===== src/rtl/kwg_pkg.sv =====
package kwg_pkg;

   // Software access strobe bundle seen by the watchdog.
   typedef struct packed {
      logic mode_wr;
      logic key_wr;
      logic key_bit_op;
      logic [7:0] wdata;
   } kwg_acc_t;

   typedef enum logic [2:0] {
      ST_RUN = 3'b001,
      ST_STOP = 3'b010,
      ST_OVF = 3'b100
   } kwg_state_t;

   localparam logic [7:0] KWG_STOP_CODE = 8'h1F;
   localparam logic [7:0] KWG_KEY_CODE = 8'hAC;
   localparam logic [7:0] KWG_KEY_READ = 8'h9A;
   // Reset mode value: overflow requests a reset (bit 6 low) and the longest interval is selected.
   localparam logic [7:0] KWG_MODE_RESET = 8'h27;
   localparam int KWG_MODE_NMI_BIT = 6;
   localparam int KWG_SEL_LSB = 0;
   localparam int KWG_SEL_W = 3;
   localparam int KWG_CNT_W = 25;
   localparam int KWG_SHIFT_MIN = 18;
   localparam int KWG_SHIFT_MAX = 25;
   localparam int KWG_OVF_PULSE_CYC = 1;

endpackage


===== src/rtl/kwg_prescaler.sv =====
`timescale 1ns/1ps
module kwg_prescaler (
   input wire logic clk_i,
   input wire logic rst_i,
   input wire logic clear_i,
   input wire logic run_i,
   input wire logic [2:0] sel_i,
   output logic expire_o
);
   logic [kwg_pkg::KWG_CNT_W-1:0] cnt_r;
   logic [kwg_pkg::KWG_CNT_W-1:0] cnt_nxt;
   logic [kwg_pkg::KWG_CNT_W-1:0] limit;

   // Interval is the clock divided by 2^(18+sel), so sel 7 gives 2^25.
   always_comb begin
      limit = {kwg_pkg::KWG_CNT_W{1'b1}}
         >> (kwg_pkg::KWG_SHIFT_MAX - kwg_pkg::KWG_SHIFT_MIN - int'(sel_i));
      cnt_nxt = cnt_r;
      if (clear_i) begin
         cnt_nxt = '0;
      end else if (run_i) begin
         cnt_nxt = cnt_r + 1'b1;
      end
   end

   assign expire_o = run_i && !clear_i && (cnt_r == limit);

   always_ff @(posedge clk_i) begin
      if (rst_i) begin
         cnt_r <= '0;
      end else begin
         cnt_r <= cnt_nxt;
      end
   end
endmodule


===== src/rtl/kwg_watchdog.sv =====
`timescale 1ns/1ps
// How it works
// - Writing the stop code as the first mode register write after reset halts counting.
// - While counting, a second mode register write after reset forces overflow.
// - While counting, a key write other than the valid key forces overflow.
// - While counting, a single-bit manipulation of the key register forces overflow.
// - Key register reads always return a fixed non-key constant.
// - When stopped, misuse of either register raises no overflow.
// - After reset the watchdog runs in reset mode at the longest interval.
module kwg_watchdog (
   // Clock and reset.
   input wire logic CLK_I,
   input wire logic RST_I,
   // Software access.
   input wire kwg_pkg::kwg_acc_t ACC_I,
   // Observed state.
   output logic [7:0] KEY_RDATA_O,
   output logic [7:0] MODE_O,
   output logic RUNNING_O,
   // Overflow results.
   output logic RESET_REQ_O,
   output logic WDT_NMI_REQUEST_O
);
   kwg_pkg::kwg_state_t state_r, state_nxt;
   logic [7:0] wdt_mode_reg_r, wdt_mode_reg_nxt;
   logic mode_written_r, mode_written_nxt;
   logic rst_req_r, rst_req_nxt;
   logic nmi_r, nmi_nxt;
   logic running_r, running_nxt;
   logic [7:0] key_rdata_r, key_rdata_nxt;
   logic clear, expire, misuse, ovf;

   kwg_prescaler u_pre (
      .clk_i(CLK_I),
      .rst_i(RST_I),
      .clear_i(clear),
      .run_i(state_r == kwg_pkg::ST_RUN),
      .sel_i(wdt_mode_reg_r[kwg_pkg::KWG_SEL_LSB +: kwg_pkg::KWG_SEL_W]),
      .expire_o(expire)
   );

   always_comb begin
      state_nxt = state_r;
      wdt_mode_reg_nxt = wdt_mode_reg_r;
      mode_written_nxt = mode_written_r;
      clear = 1'b0;
      misuse = 1'b0;
      if (ACC_I.mode_wr) begin
         if (mode_written_r) begin
            misuse = 1'b1;
         end else begin
            mode_written_nxt = 1'b1;
            wdt_mode_reg_nxt = ACC_I.wdata;
            clear = 1'b1;
         end
      end
      if (ACC_I.key_wr) begin
         if (ACC_I.key_bit_op || ACC_I.wdata != kwg_pkg::KWG_KEY_CODE) begin
            misuse = 1'b1;
         end else begin
            clear = 1'b1;
         end
      end
      ovf = (state_r == kwg_pkg::ST_RUN) && (misuse || expire);
      case (state_r)
         kwg_pkg::ST_RUN: begin
            if (ovf) begin
               state_nxt = kwg_pkg::ST_OVF;
            end else if (wdt_mode_reg_nxt == kwg_pkg::KWG_STOP_CODE) begin
               state_nxt = kwg_pkg::ST_STOP;
            end
         end
         kwg_pkg::ST_STOP: state_nxt = kwg_pkg::ST_STOP;
         kwg_pkg::ST_OVF: begin
            // A stop code that arrives with or right after an overflow still takes effect.
            if (wdt_mode_reg_nxt == kwg_pkg::KWG_STOP_CODE) begin
               state_nxt = kwg_pkg::ST_STOP;
            end else begin
               state_nxt = kwg_pkg::ST_RUN;
            end
         end
         default: state_nxt = kwg_pkg::ST_RUN;
      endcase
      // Overflow is a one-cycle pulse, then counting resumes from zero.
      if (state_r == kwg_pkg::ST_OVF) begin
         clear = 1'b1;
      end
      rst_req_nxt = ovf && !wdt_mode_reg_r[kwg_pkg::KWG_MODE_NMI_BIT];
      nmi_nxt = ovf && wdt_mode_reg_r[kwg_pkg::KWG_MODE_NMI_BIT];
      running_nxt = (state_nxt != kwg_pkg::ST_STOP)
         && (wdt_mode_reg_nxt != kwg_pkg::KWG_STOP_CODE);
      key_rdata_nxt = kwg_pkg::KWG_KEY_READ;
   end

   always_ff @(posedge CLK_I) begin
      if (RST_I) begin
         state_r <= kwg_pkg::ST_RUN;
         wdt_mode_reg_r <= kwg_pkg::KWG_MODE_RESET;
         mode_written_r <= 1'b0;
         rst_req_r <= 1'b0;
         nmi_r <= 1'b0;
         running_r <= 1'b1;
         key_rdata_r <= kwg_pkg::KWG_KEY_READ;
      end else begin
         state_r <= state_nxt;
         wdt_mode_reg_r <= wdt_mode_reg_nxt;
         mode_written_r <= mode_written_nxt;
         rst_req_r <= rst_req_nxt;
         nmi_r <= nmi_nxt;
         running_r <= running_nxt;
         key_rdata_r <= key_rdata_nxt;
      end
   end

   assign KEY_RDATA_O = key_rdata_r;
   assign MODE_O = wdt_mode_reg_r;
   assign RUNNING_O = running_r;
   assign RESET_REQ_O = rst_req_r;
   assign WDT_NMI_REQUEST_O = nmi_r;
endmodule


===== config.mk =====
export PLATFORM = sky130hd
export DESIGN_NAME = kwg_watchdog
export DESIGN_NICKNAME = d
export VERILOG_FILES = /design/src/rtl/kwg_pkg.sv /design/src/rtl/kwg_prescaler.sv /design/src/rtl/kwg_watchdog.sv
export SDC_FILE = /design/constraint.sdc
export NUM_CORES = 1
export LEC_CHECK = 0
export BUFFER_PORTS_ARGS = -buffer_cell sky130_fd_sc_hd__clkbuf_2
export CAP_MARGIN = 20
export CORE_ASPECT_RATIO = 1.75
export CORE_UTILIZATION = 30
export DETAILED_ROUTE_END_ITERATION = 8
export GPL_TIMING_DRIVEN = 0
export PLACE_DENSITY = 0.51
export SLEW_MARGIN = 20
export SYNTH_ARGS = -nofsm -noshare
export SYNTH_HDL_FRONTEND = slang
export SYNTH_SLANG_ARGS = --single-unit

===== constraint.sdc =====
create_clock -name CLK_I -period 2 [get_ports CLK_I]
set_input_delay 0.1 -clock CLK_I [delete_from_list [all_inputs] [get_ports CLK_I]]
set_output_delay 0.1 -clock CLK_I [all_outputs]
set_load 0.01 [all_outputs]

# --- After elaboration in Yosys (flattened, before gate mapping) ---
# Index checks and enable logic that the tools add are counted.
totals:
  latch_bits: 0
  n_memories: 0
  input_bits: 13
  rom_bits: 0
  mem_bits_rw: 0
  out_inout_bits: 19
  regBits: 40
op_classes:
  n_lt_le_gt_ge: 0
  shifts: 1
  n_eq_ne: 8
  div_mod_pow: 0
  n_bitwise: 0
  n_mul: 0
  reduce_logical: 11
  muxes: 15
  addsub: 2
ops:
  columns: ["operator", "count"]
  rows:
  - ["right shift 25 x 32 -> 25 bit (first input constant)", 1]
  - ["adder 25 x 1 -> 25 bit (second input constant)", 1]
  - ["equality test 25 bit", 1]
  - ["2-to-1 mux 8 bit", 2]
  - ["2-to-1 mux 1 bit", 9]
  - ["case mux 3 bit (3 select lines)", 1]
  - ["equality test 8 x 5 -> 1 bit (second input constant)", 1]
  - ["!= test 8 x 5 -> 1 bit (second input constant)", 1]
  - ["!= test 8 bit (second input constant)", 1]
  - ["logical AND 1 bit", 6]
  - ["2-to-1 mux 3 bit", 2]
  - ["subtractor 3 x 3 -> 4 bit (first input constant)", 1]
  - ["equality test 3 x 1 -> 1 bit (second input constant)", 1]
  - ["equality test 3 x 2 -> 1 bit (second input constant)", 1]
  - ["equality test 3 bit (second input constant)", 1]
  - ["!= test 3 x 2 -> 1 bit (second input constant)", 1]
  - ["zero test 1 bit", 2]
  - ["logical OR 1 bit", 2]
  - ["2-to-1 mux 2 bit", 1]
  - ["OR reduction 2 bit", 1]

# --- Depth between registers and ports, before layout ---
# Gate-level depths: netlist of the first run.
depth:
  word_depth: 14
  mapped_depth: 7
  mapped_depth_nobuf: 7

# --- Cells and area by module ---
# From an unflattened synthesis of the first run, not the netlist that was laid out.
hier_totals:
  hier_cells: 238
  area_unflattened_um2: 2004.4
modules_own_cells:
  columns: ["module", "cells_each", "area_per_inst_um2", "n_inst"]
  rows:
  - ["kwg_prescaler", 154, 1286.2, 1]
  - ["kwg_watchdog", 84, 718.2, 1]

# --- Worst setup path after synthesis of the first run ---
# OpenSTA, ideal clock, no wires.
synth_path:
  path_kind: "register to register"
  startpoint: "reg state_r[1]"
  endpoint: "reg rst_req_r (netlist: RESET_REQ_O)"
  n_path_buf: 0
  stages_incl_launch_ff: 7
  period_less_slack_ns: 2.184
  setup_time_ns: 0.065
  required_time_ns: 1.935
  slack_ns: -0.184
  arrival_time_ns: 2.119
  cell_sequence: "dfxtp_1 > nand4bb_1 > or4_4 > a2111oi_4 > o2111ai_2 > a2111oi_4 > nor2b_1"
synth_between:
  elab_chain_len: 8
  elab_cells_between_ends: 9
  classes_between: "eq/ne (2); mux (1); reduce/logical (6)"
synth_rtl:
  columns: ["item", "line_no", "text"]
  rows:
  - ["start: declaration", "kwg_watchdog.sv:24", "kwg_pkg::kwg_state_t state_r, state_nxt;"]
  - ["start signal: assignment", "kwg_watchdog.sv:97", "state_r <= kwg_pkg::ST_RUN;"]
  - ["start signal: assignment", "kwg_watchdog.sv:105", "state_r <= state_nxt;"]
  - ["equality test 3 bit", "kwg_watchdog.sv:85", "if (state_r == kwg_pkg::ST_OVF) begin"]
  - ["2-to-1 mux 1 bit", "kwg_watchdog.sv:85", null]
  - ["zero test 1 bit", "kwg_prescaler.sv:26", "assign expire_o = run_i && !clear_i && (cnt_r == limit);"]
  - ["logical AND 1 bit (2 in a row)", "kwg_prescaler.sv:26", null]
  - ["logical OR 1 bit", "kwg_watchdog.sv:64", "ovf = (state_r == kwg_pkg::ST_RUN) && (misuse || expire);"]
  - ["logical AND 1 bit (*)", "kwg_watchdog.sv:64", null]
  - ["logical AND 1 bit (*)", "kwg_watchdog.sv:88", "rst_req_nxt = ovf && !wdt_mode_reg_r[kwg_pkg::KWG_MODE_NMI_BIT];"]
  - ["end signal: assignment", "kwg_watchdog.sv:108", "rst_req_r <= rst_req_nxt;"]
  - ["end: declaration", "kwg_watchdog.sv:27", "logic rst_req_r, rst_req_nxt;"]
# Every way passes the cells marked *; elsewhere a longest branch is shown, timed or not.
# A chain may end at the register's enable or synchronous reset.

# --- Worst setup path after layout of the first run ---
layout_path:
  startpoint: "reg u_pre.cnt_r[1] (netlist bit)"
  endpoint: "reg rst_req_r (netlist: RESET_REQ_O)"
layout_between:
  elab_chain_len: 5
layout_rtl:
  columns: ["item", "line_no", "text"]
  rows:
  - ["start: declaration", "kwg_prescaler.sv:10", "logic [kwg_pkg::KWG_CNT_W-1:0] cnt_r;"]
  - ["start signal: assignment", "kwg_prescaler.sv:32", "cnt_r <= cnt_nxt;"]
  - ["equality test 25 bit", "kwg_prescaler.sv:26", null]
  - ["logical AND 1 bit", "kwg_prescaler.sv:26", null]
  - ["logical OR 1 bit", "kwg_watchdog.sv:64", null]
  - ["logical AND 1 bit", "kwg_watchdog.sv:64", null]
  - ["logical AND 1 bit", "kwg_watchdog.sv:88", null]
# No other way between the ends.

==> results of run 1 <==
## tightest hold or removal path: stages
cell and delay (ps):
clkbuf_2 90, nand2_1 50, nand3b_1 70
## sequential cells by signal (all words and copies together) (netlist names)
| name | count |
|---|---|
| u_pre.cnt_r | 25 |
| RUNNING_O | 1 |
| RESET_REQ_O | 1 |
| mode_written_r | 1 |
| WDT_NMI_REQUEST_O | 1 |
| state_r | 3 |
| MODE_O | 8 |
## metal layers
layer / wire, microns / up-vias / part of all wire, % / global-route usage (%)
met2: 2720 / 33 / 57 / 28.23
li1: - / 923 / - / -
met4: 103 / 0 / 2.1 / 7.111
met3: 148 / 5 / 3.1 / 3.086
met1: 1826 / 829 / 38 / 14.30
met5: 0 / - / 0 / 0
## where the power goes
group / leakage (nW) / internal [W] / switching, W
logic: 0.603 / 0.0000830 / 0.000113
clock network: 0.0667 / 0.000453 / 0.000309
registers: 0.329 / 0.000819 / 0.0000222
total: 0.998 / 0.00135 / 0.000445
## area by class of cell
cell class                      count  area, sq um  area share, %
Multi-Input combinational cell    189         1251          47.60
Sequential cell                    40        818.3          31.13
Timing Repair Buffer               35        205.2          7.806
Clock buffer                        6        128.9          4.902
Tap cell                           82        102.6          3.903
Buffer                             16        98.84          3.760
Inverter                            5        18.77         0.7139
Clock inverter                      1        5.005         0.1904
## placed cells by master (no fill, tap or decap), types with 3 or more instances in the layout
cell	synthesis	layout
clkbuf_1	10	6
a21oi_1	11	9
clkbuf_16	0	5
and3_1	4	4
nand3b_1	5	5
buf_4	8	20
inv_1	5	5
nand3_1	9	7
xnor2_1	6	6
nor2_1	33	32
conb_1	2	8
nand4_1	6	6
nand2_1	34	33
dfxtp_1	40	32
xor2_1	17	17
nor4_1	6	3
o21ai_0	5	5
o211ai_1	3	3
nand2b_1	6	5
dfxtp_2	0	5
dfxtp_4	0	3
clkbuf_2	0	23
## final timing paths
| path | startpoint | end | slack, ps |
|---|---|---|---|
| worst max register to register | u_pre.cnt_r[1] | RESET_REQ_O | -150 |
| worst min register to register | MODE_O[4] | MODE_O[4] | 470 |
| worst min-delay path | ACC_I[2] | MODE_O[2] | 60 |
| worst max-delay path | u_pre.cnt_r[1] | RESET_REQ_O | -150 |
## stage by stage
| step | total power, W | cells | utilization (%) | hold slack, ps | setup TNS (ps) |
|---|---|---|---|---|---|
| global placement | 0.001040 | 357 | 34.96 | 337.8 | -11330 |
| finish | 0.001800 | 374 | 40.20 | 57.64 | -353.8 |
| global route | 0.001885 | 374 | 40.20 | 74.22 | -812.8 |
| floorplan | 0.0009794 | 252 | - | 180.1 | -78.72 |
| detailed placement | 0.001043 | 357 | 34.96 | 342.2 | -10090 |
| CTS | 0.001821 | 370 | 38.50 | 48.99 | -601.7 |
## kinds of logic after synthesis
group	share of synthesized area [%]
fa+ha+maj	0.6164
other cells	0.3701
simple gates	32.06
buf+inv	5.734
compound gates	11.84
flops	39.46
xor+xnor	9.926
## cell usage after synthesis, drive strengths merged, types with 2 or more instances
cell type and count:
dfxtp 40, nand2 34, nor2 33, xor2 17
a21oi 11, clkbuf 10, nand3 9, buf 8
nand2b 6, nand4 6, nor4 6, xnor2 6
inv 5, nand3b 5, o21ai 5, and3 4
or3 4, nor2b 3, o211ai 3, or4b 3
a2111oi 2, a21o 2, and4 2, conb 2
nor3 2, nor3b 2, or4 2
## repair_timing
item / in CTS / in global routing
resized for setup: 13 / 22
endpoints found under the setup margin: 26 / 28
buffers inserted: 7 / 6
cloned: 0 / 0
pin swaps: 5 / 10
==> results_dict.tcl, run 1 <==
set metrics [dict create \
    pre_cts_ws_ps -462.7 \
    fill_cells 690 \
    criticalPathCategory "register to register" \
    syn_area_sq_mm 0.002029 \
    start_kind "register" \
    maxCapViolations 0 \
    drtAntennaViolNets 0 \
    cp_top_family "compound AO/OA/AOI/OAI gates" \
    wl_per_cell_microns 12.83 \
    grt_max_degree 12 \
    worstPathRequired_ps 2220 \
    cellLeakagePower_nw 0.9984 \
    slowest_stage "or4_4" \
    grt_usage_pct 14.73 \
    outcome "finished with violations" \
    synth_flop_cell "dfxtp_1" \
    violations "negative setup slack" \
    peakVddDrop_mv 0.3029 \
    placed_area_sq_mm 0.002286 \
    reg2regPathDepth 7 \
    critPathMaxFanout 3 \
    worstPathCellList "ha_4 -> nand2_2 -> or4_4 -> a2111oi_4 -> o2111ai_2 -> a2111oi_4 -> nor2b_1" \
    area_delta_synth_final_pct 29.53 \
    setup_ws_ps -147.9 \
    dp_hpwl_mm 3.441 \
    relSlewSlack_pct 67.05 \
    cp_common_cell "a2111oi_4" \
    syn_inst 246 \
    grt_pass1_wl_mm 8.052 \
    final_area_sq_mm 0.002629 \
    die_w_microns 64.18 \
    antenna_found_initial 0 \
    drtIter0Drc 46 \
    clockBufferDepth 2 \
    drt_first_pass_iters 4 \
    async_flop_share_pct 0 \
    yosys_warnings 0 \
    cp.arrival_ps 2370 \
    max_freq_ghz 0.4656 \
    tightest_slew_ps 490.1 \
    synth-edff-count 0 \
    drv_slew 0 \
    fin_crit_sh_pct 107.4 \
    num_vias 1790 \
    route.detailed.drc 0 \
    hold_depth 3 \
    cts_root_buf "clkbuf_16" \
    initial_utilization_pct 31.04 \
    synth_area_leaders "dfxtp_1 (39%), xor2_1 (7.3%), nand2_1 (6.3%)" \
    syn_avg_cell_area_sq_um 8.250 \
    rows 39 \
    grt_pass1_vias 1741 \
    synth.yosys.seq_area_share_pct 39.46 \
    synth.distinct_cells 43 \
    finalClockSkew_ps 5.720 \
    cts_made_buffers 5 \
    period_minus_slack_ps 2148 \
    io-pin-count 32 \
    cp-end-kind "register" \
    die_area_sq_mm 0.007111 \
    wl_mm 4.798 \
    htree_levels 2 \
    die_h_microns 110.8 \
    vias_per_cell 4.786 \
    synth-seq-cells 40 \
    synth_area_leader_cell "dfxtp_1" \
    crit_cells 7 \
    grt_overflow_total 0 \
    gp_congestion 0.7817 \
    synth_top_area_share_pct 39.46 \
    hold_viol 0 \
    clock_sinks 40 \
    cts_hold_buf 0 \
    p_per_area_mw_per_mm2 684.5 \
    crit_buf_inv 0 \
    rsz0062_at_grt "yes" \
    fin_nets 306 \
    antenna_cells 0 \
    drive_gt1_share_pct 28.77 \
    hold_class "input pin to register" \
    clk_pin_slew_ps 60 \
    core_area_sq_mm 0.006539 \
    critPathMaxStageDelay_ps 550 \
    setup_viol 4 \
    insertion_delay_ps 290 \
    cts_tree "done" \
    portBuffers 23 \
]
(Power assumes the default switching activity.)
==> run 2, diff against run 1 <==
--- a/config.mk
+++ b/config.mk
@@ -12,6 +12,7 @@
 export DETAILED_ROUTE_END_ITERATION = 8
 export GPL_TIMING_DRIVEN = 0
 export PLACE_DENSITY = 0.51
+export SETUP_SLACK_MARGIN = 0.3
 export SLEW_MARGIN = 20
 export SYNTH_ARGS = -nofsm -noshare
 export SYNTH_HDL_FRONTEND = slang
==> run 2 against run 1 <==
The flow still finishes with violations (negative setup slack). Critical path depth is 1 lower. Register-to-register slack barely moved. Routed wire length shrank 3.0%. Maximum frequency grew 0.32%. Clock-buffer cell count increased by 2. Combinational power barely moved. Largest power group unchanged. Via count is 2.2% higher. Clock skew shrank 2.6 ps. Worst setup slack improved by 6.8 ps. Cell count increased by 1.9%. Global-route usage shrank 0.84 points.
==> results_dict.tcl, run 2 (synthesis gave the netlist of run 1 again) <==
set metrics [dict create \
    outcome "finished with violations" \
    violations "negative setup slack" \
    hold_depth 3 \
    maxCapViolations 0 \
    fin_crit_sh_pct 107.1 \
    initial_utilization_pct 31.04 \
    finalClockSkew_ps 3.159 \
    layout_commonest_cell "nand2_1" \
    antenna_cells 0 \
    critPathMaxFanout 5 \
    tightest_slew_ps 566.8 \
    rows 39 \
    r2r-end "RESET_REQ_O" \
    criticalPathCategory "register to register" \
    crit_buf_inv 0 \
    reg2regPathDepth 6 \
    cts_root_buf "clkbuf_16" \
    peakVddDrop_mv 0.2967 \
    holdPathEnd "MODE_O[2]" \
    final_area_sq_mm 0.002713 \
    setup_viol 4 \
    drtAntennaViolNets 0 \
    portBuffers 23 \
    placed_area_sq_mm 0.002292 \
    largest_reg_flops 25 \
    die_w_microns 64.18 \
    hold_slack_ps 63.25 \
    gp_congestion 0.7352 \
    multi_input_area_sq_mm 0.001255 \
    drv_slew 0 \
    setup_ws_ps -141.1 \
    pre_cts_ws_ps -382.1 \
    grt_max_degree 12 \
    insertion_delay_ps 280 \
    critPathMaxStageDelay_ps 580 \
    post-route-util_pct 41.48 \
    rsz0062_at_grt "yes" \
    relSlewSlack_pct 61.90 \
    regArea_sq_um 820.8 \
    p_total_w 0.001835 \
    grt_pass1_vias 1723 \
    p_per_area_mw_per_mm2 676.3 \
    hold_viol 0 \
    drive_gt1_share_pct 31.10 \
    rrSetupSlack_ps -140 \
    drtIter0Drc 77 \
    die_h_microns 110.8 \
    fill_cells 680 \
    cellLeakagePower_nw 1.041 \
    grt_overflow_total 0 \
    wl_mm 4.653 \
    max_freq_ghz 0.4670 \
    layout_common_cells "nand2_1 (33), nor2_1 (31), dfxtp_1 (28), clkbuf_2 (25), buf_4 (20)" \
    r2r-start "u_pre.cnt_r[8]" \
    cts_tree "done" \
    io-pin-count 32 \
    clock_sinks 40 \
    cts_made_buffers 5 \
    area_delta_synth_final_pct 33.66 \
    cp.arrival_ps 2360 \
    clk_pin_slew_ps 60 \
    start_kind "register" \
    antenna_found_initial 0 \
    htree_levels 2 \
    drt_first_pass_iters 4 \
    dp_hpwl_mm 3.260 \
    core_area_sq_mm 0.006539 \
    period_minus_slack_ps 2141 \
    wl_per_cell_microns 12.21 \
    cp_common_cell "a2111oi_4" \
    clockBufferDepth 2 \
    min-delay-start "ACC_I[2]" \
    worstPathRequired_ps 2210 \
    cp_top_family "simple AND/OR/NAND/NOR gates" \
    num_vias 1829 \
    route.detailed.drc 0 \
    vias_per_cell 4.801 \
    die_area_sq_mm 0.007111 \
    fin_nets 312 \
    slowest_stage "or4_4" \
    largest-register "u_pre.cnt_r" \
    hold_class "input pin to register" \
    grt_usage_pct 13.90 \
    grt_pass1_wl_mm 7.734 \
    worstPathCellList "nand4_1 -> or4_4 -> a2111oi_4 -> o2111ai_2 -> a2111oi_4 -> nor2b_1" \
    cp-end-kind "register" \
]
run 2: cell count changes in the layout (fill, tap and decap cells not counted), sizes merged:
cell,previous run,this run
buf,21,26
clkbuf,36,39
clkinv,1,0
run 2: layout make-up:
type	instances	share of cell area (%)
clock buffer	8	5.397
buffer	18	4.382
inverter	5	0.6919
multi-input combinational	189	46.26
timing repair buffer	39	9.225
sequential	40	30.26
tap	82	3.782
run 2: stage by stage:
| stage | setup TNS (ps) | std cells |
|---|---|---|
| after floorplan | -77.02 | 252 |
| after global placement | -6582 | 357 |
| after detailed placement | -7069 | 357 |
| after CTS | -509.9 | 379 |
| after global routing | -923.4 | 381 |
| final | -304.1 | 381 |
run 2: worst max path at each step:
stage | cells after the start | to | startpoint | slack (ps)
3_5_place_dp | 6 | u_pre.cnt_r[23] | state_r[1] | -380
3_3_place_gp | 6 | u_pre.cnt_r[23] | state_r[1] | -400
5_1_grt | 6 | RESET_REQ_O | state_r[2] | -260
4_1_cts | 6 | RESET_REQ_O | state_r[2] | -210
6_report | 6 | RESET_REQ_O | u_pre.cnt_r[8] | -140
2_1_floorplan | 7 | WDT_NMI_REQUEST_O | u_pre.cnt_r[0] | -40
run 2: worst register-to-register path, stage by stage (launching register included):
cell	delay [ps]
dfxtp_2	360
nand4_1	140
or4_4	580
a2111oi_4	210
o2111ai_2	220
a2111oi_4	380
nor2b_1	170
run 2: per-layer routing:
metal  GRT usage, %  vias to the layer above  share of wire, %
met5              0                        -                 0
met3          2.881                        6               2.5
met1          14.06                      862                41
li1               -                      936                 -
met4          6.222                        0               1.9
met2          26.24                       25                54
run 2: what timing repair did:
item                                   CTS  global route
resized for setup                       30            16
hold buffers                             0             0
pin swaps                               13            11
setup buffers                           14             2
setup endpoints to repair               30            30
endpoints found under the hold margin    0             0
run 2: power breakdown:
part           switching, W  internal, W
logic              0.000113    0.0000836
clock network      0.000300     0.000497
registers         0.0000203     0.000820
==> run 3, diff against run 2 <==
--- a/config.mk
+++ b/config.mk
@@ -7,11 +7,13 @@
 export LEC_CHECK = 0
 export BUFFER_PORTS_ARGS = -buffer_cell sky130_fd_sc_hd__clkbuf_2
 export CAP_MARGIN = 20
+export CELL_PAD_IN_SITES_DETAIL_PLACEMENT = 0
+export CELL_PAD_IN_SITES_GLOBAL_PLACEMENT = 1
 export CORE_ASPECT_RATIO = 1.75
 export CORE_UTILIZATION = 30
 export DETAILED_ROUTE_END_ITERATION = 8
 export GPL_TIMING_DRIVEN = 0
-export PLACE_DENSITY = 0.51
+export PLACE_DENSITY = 0.64
 export SETUP_SLACK_MARGIN = 0.3
 export SLEW_MARGIN = 20
 export SYNTH_ARGS = -nofsm -noshare
==> run 3 against run 2 <==
The flow still finishes with violations (negative setup slack). Worst setup slack got worse by 18 ps. Critical path depth grew 1. Combinational power grew 4%.
==> results_dict.tcl, run 3 (synthesis gave the netlist of run 1 again) <==
set metrics [dict create \
    clock_sinks 40 \
    hold_class "input pin to register" \
    drtAntennaViolNets 0 \
    grt_pass1_wl_mm 8.273 \
    fin_nets 308 \
    instances_no_fill 377 \
    grt_max_degree 12 \
    setup_ws_ps -158.7 \
    num_vias 1787 \
    crit_buf_inv 0 \
    maxCapViolations 0 \
    pre_cts_ws_ps -396.3 \
    largest-register "u_pre.cnt_r" \
    start_kind "register" \
    wl_mm 4.834 \
    die_area_sq_mm 0.007111 \
    p_per_area_mw_per_mm2 703.1 \
    area_delta_synth_final_pct 29.72 \
    dp.cells 357 \
    htree_levels 2 \
    rsz0062_at_grt "yes" \
    worstPathCellList "ha_4 -> nand2_2 -> or4_4 -> a2111oi_4 -> o2111ai_2 -> a2111oi_4 -> nor2b_1" \
    criticalPathCategory "register to register" \
    vias_per_cell 4.740 \
    relSlewSlack_pct 63.69 \
    route.detailed.drc 0 \
    grt_usage_pct 15.12 \
    cts_tree "done" \
    hold_viol 0 \
    core_area_sq_mm 0.006539 \
    antenna_found_initial 0 \
    violations "negative setup slack" \
    drtIter0Drc 87 \
    critPathMaxFanout 3 \
    cp-end-kind "register" \
    insertion_delay_ps 280 \
    period_minus_slack_ps 2159 \
    wl_per_cell_microns 12.82 \
    rows 39 \
    io-pin-count 32 \
    critPathMaxStageDelay_ps 560 \
    cts_made_buffers 5 \
    layout_common_cells "nand2_1 (31), nor2_1 (31), dfxtp_1 (29), clkbuf_2 (25), buf_4 (19)" \
    antenna_cells 0 \
    drv_slew 0 \
    drt_first_pass_iters 4 \
    clk_pin_slew_ps 60 \
    peakVddDrop_mv 0.3963 \
    drive_gt1_share_pct 29.49 \
    cellLeakagePower_nw 0.9942 \
    cp_common_cell "a2111oi_4" \
    grt_overflow_total 0 \
    largest_reg_flops 25 \
    worstPathRequired_ps 2220 \
    die_w_microns 64.18 \
    max_freq_ghz 0.4632 \
    cp_top_family "compound AO/OA/AOI/OAI gates" \
    portBuffers 23 \
    fin_crit_sh_pct 107.9 \
    cp.arrival_ps 2380 \
    outcome "finished with violations" \
    dp_hpwl_mm 3.486 \
    cts_root_buf "clkbuf_16" \
    setup_viol 7 \
    finalClockSkew_ps 2.410 \
    slowest_stage "or4_4" \
    grt_pass1_vias 1773 \
    tightest_slew_ps 540.2 \
    cts_hold_buf 0 \
    gp_congestion 0.7500 \
    initial_utilization_pct 31.04 \
    clockBufferDepth 2 \
    die_h_microns 110.8 \
]
run 3: cell count changes in the layout (fill, tap and decap cells not counted), moves of 2 or more:
cell      previous run  this run
buf_6                6         1
clkbuf_4             1         3
nand2_1             33        31
nand2_2              1         3
run 3: metal layers:
metal	up-vias	track usage (%)	wire (microns)
met2	23	27.02	2609
met5	-	0	0
met1	835	15.68	2000
met3	7	3.601	112
met4	0	8.444	112
li1	922	-	-
run 3: through the flow:
| stage | setup TNS (ps) | util (%) | hold slack (ps) | total power [W] | area [sq um] |
|---|---|---|---|---|---|
| 2_1_floorplan | -77.02 | - | 180.1 | 0.0009798 | 2074 |
| 3_3_place_gp | -6620 | 35.06 | 327.8 | 0.001040 | 2292 |
| 3_5_place_dp | -6645 | 35.06 | 347.2 | 0.001041 | 2292 |
| 4_1_cts | -1147 | 39.78 | 51.69 | 0.001879 | 2601 |
| 5_1_grt | -1620 | 40.26 | 68.87 | 0.001952 | 2633 |
| 6_report | -822.3 | 40.26 | 51.73 | 0.001851 | 2633 |
run 3: power breakdown:
| group | switching, W | internal, W | total (W) |
|---|---|---|---|
| combinational | 0.000117 | 0.0000876 | 0.000204 |
| clock | 0.000311 | 0.000498 | 0.000809 |
| sequential | 0.0000177 | 0.000820 | 0.000838 |
run 3: repair_timing:
action / in CTS / in global routing
gates cloned: 0 / 0
buffers inserted: 11 / 1
pin swaps: 13 / 7
gates resized for setup: 24 / 11
setup endpoints to repair: 30 / 30
run 3: worst reg2reg max path: stages (launching register included):
cell and delay [ps]:
dfxtp_4 350, ha_4 130, nand2_2 40, or4_4 560, a2111oi_4 240, o2111ai_2 240
a2111oi_4 370, nor2b_1 160
run 3: final cells by class:
type                    count  area, sq um
fillers                   713         3906
multi-input cells         189         1225
flip-flops and latches     40        819.5
repair buffers             35        209.0
clock buffers               8        146.4
plain buffers              18        111.4
well taps                  82        102.6
inverters                   5        18.77
run 3: path summary, 6_finish.rpt:
path / cells past startpoint / slack (ps) / endpoint / start
setup / recovery: 7 / -160 / RESET_REQ_O / u_pre.cnt_r[1]
hold / removal: 3 / 50 / MODE_O[2] / ACC_I[2]
setup reg to reg: 7 / -160 / RESET_REQ_O / u_pre.cnt_r[1]
hold reg to reg: 2 / 480 / MODE_O[3] / MODE_O[3]
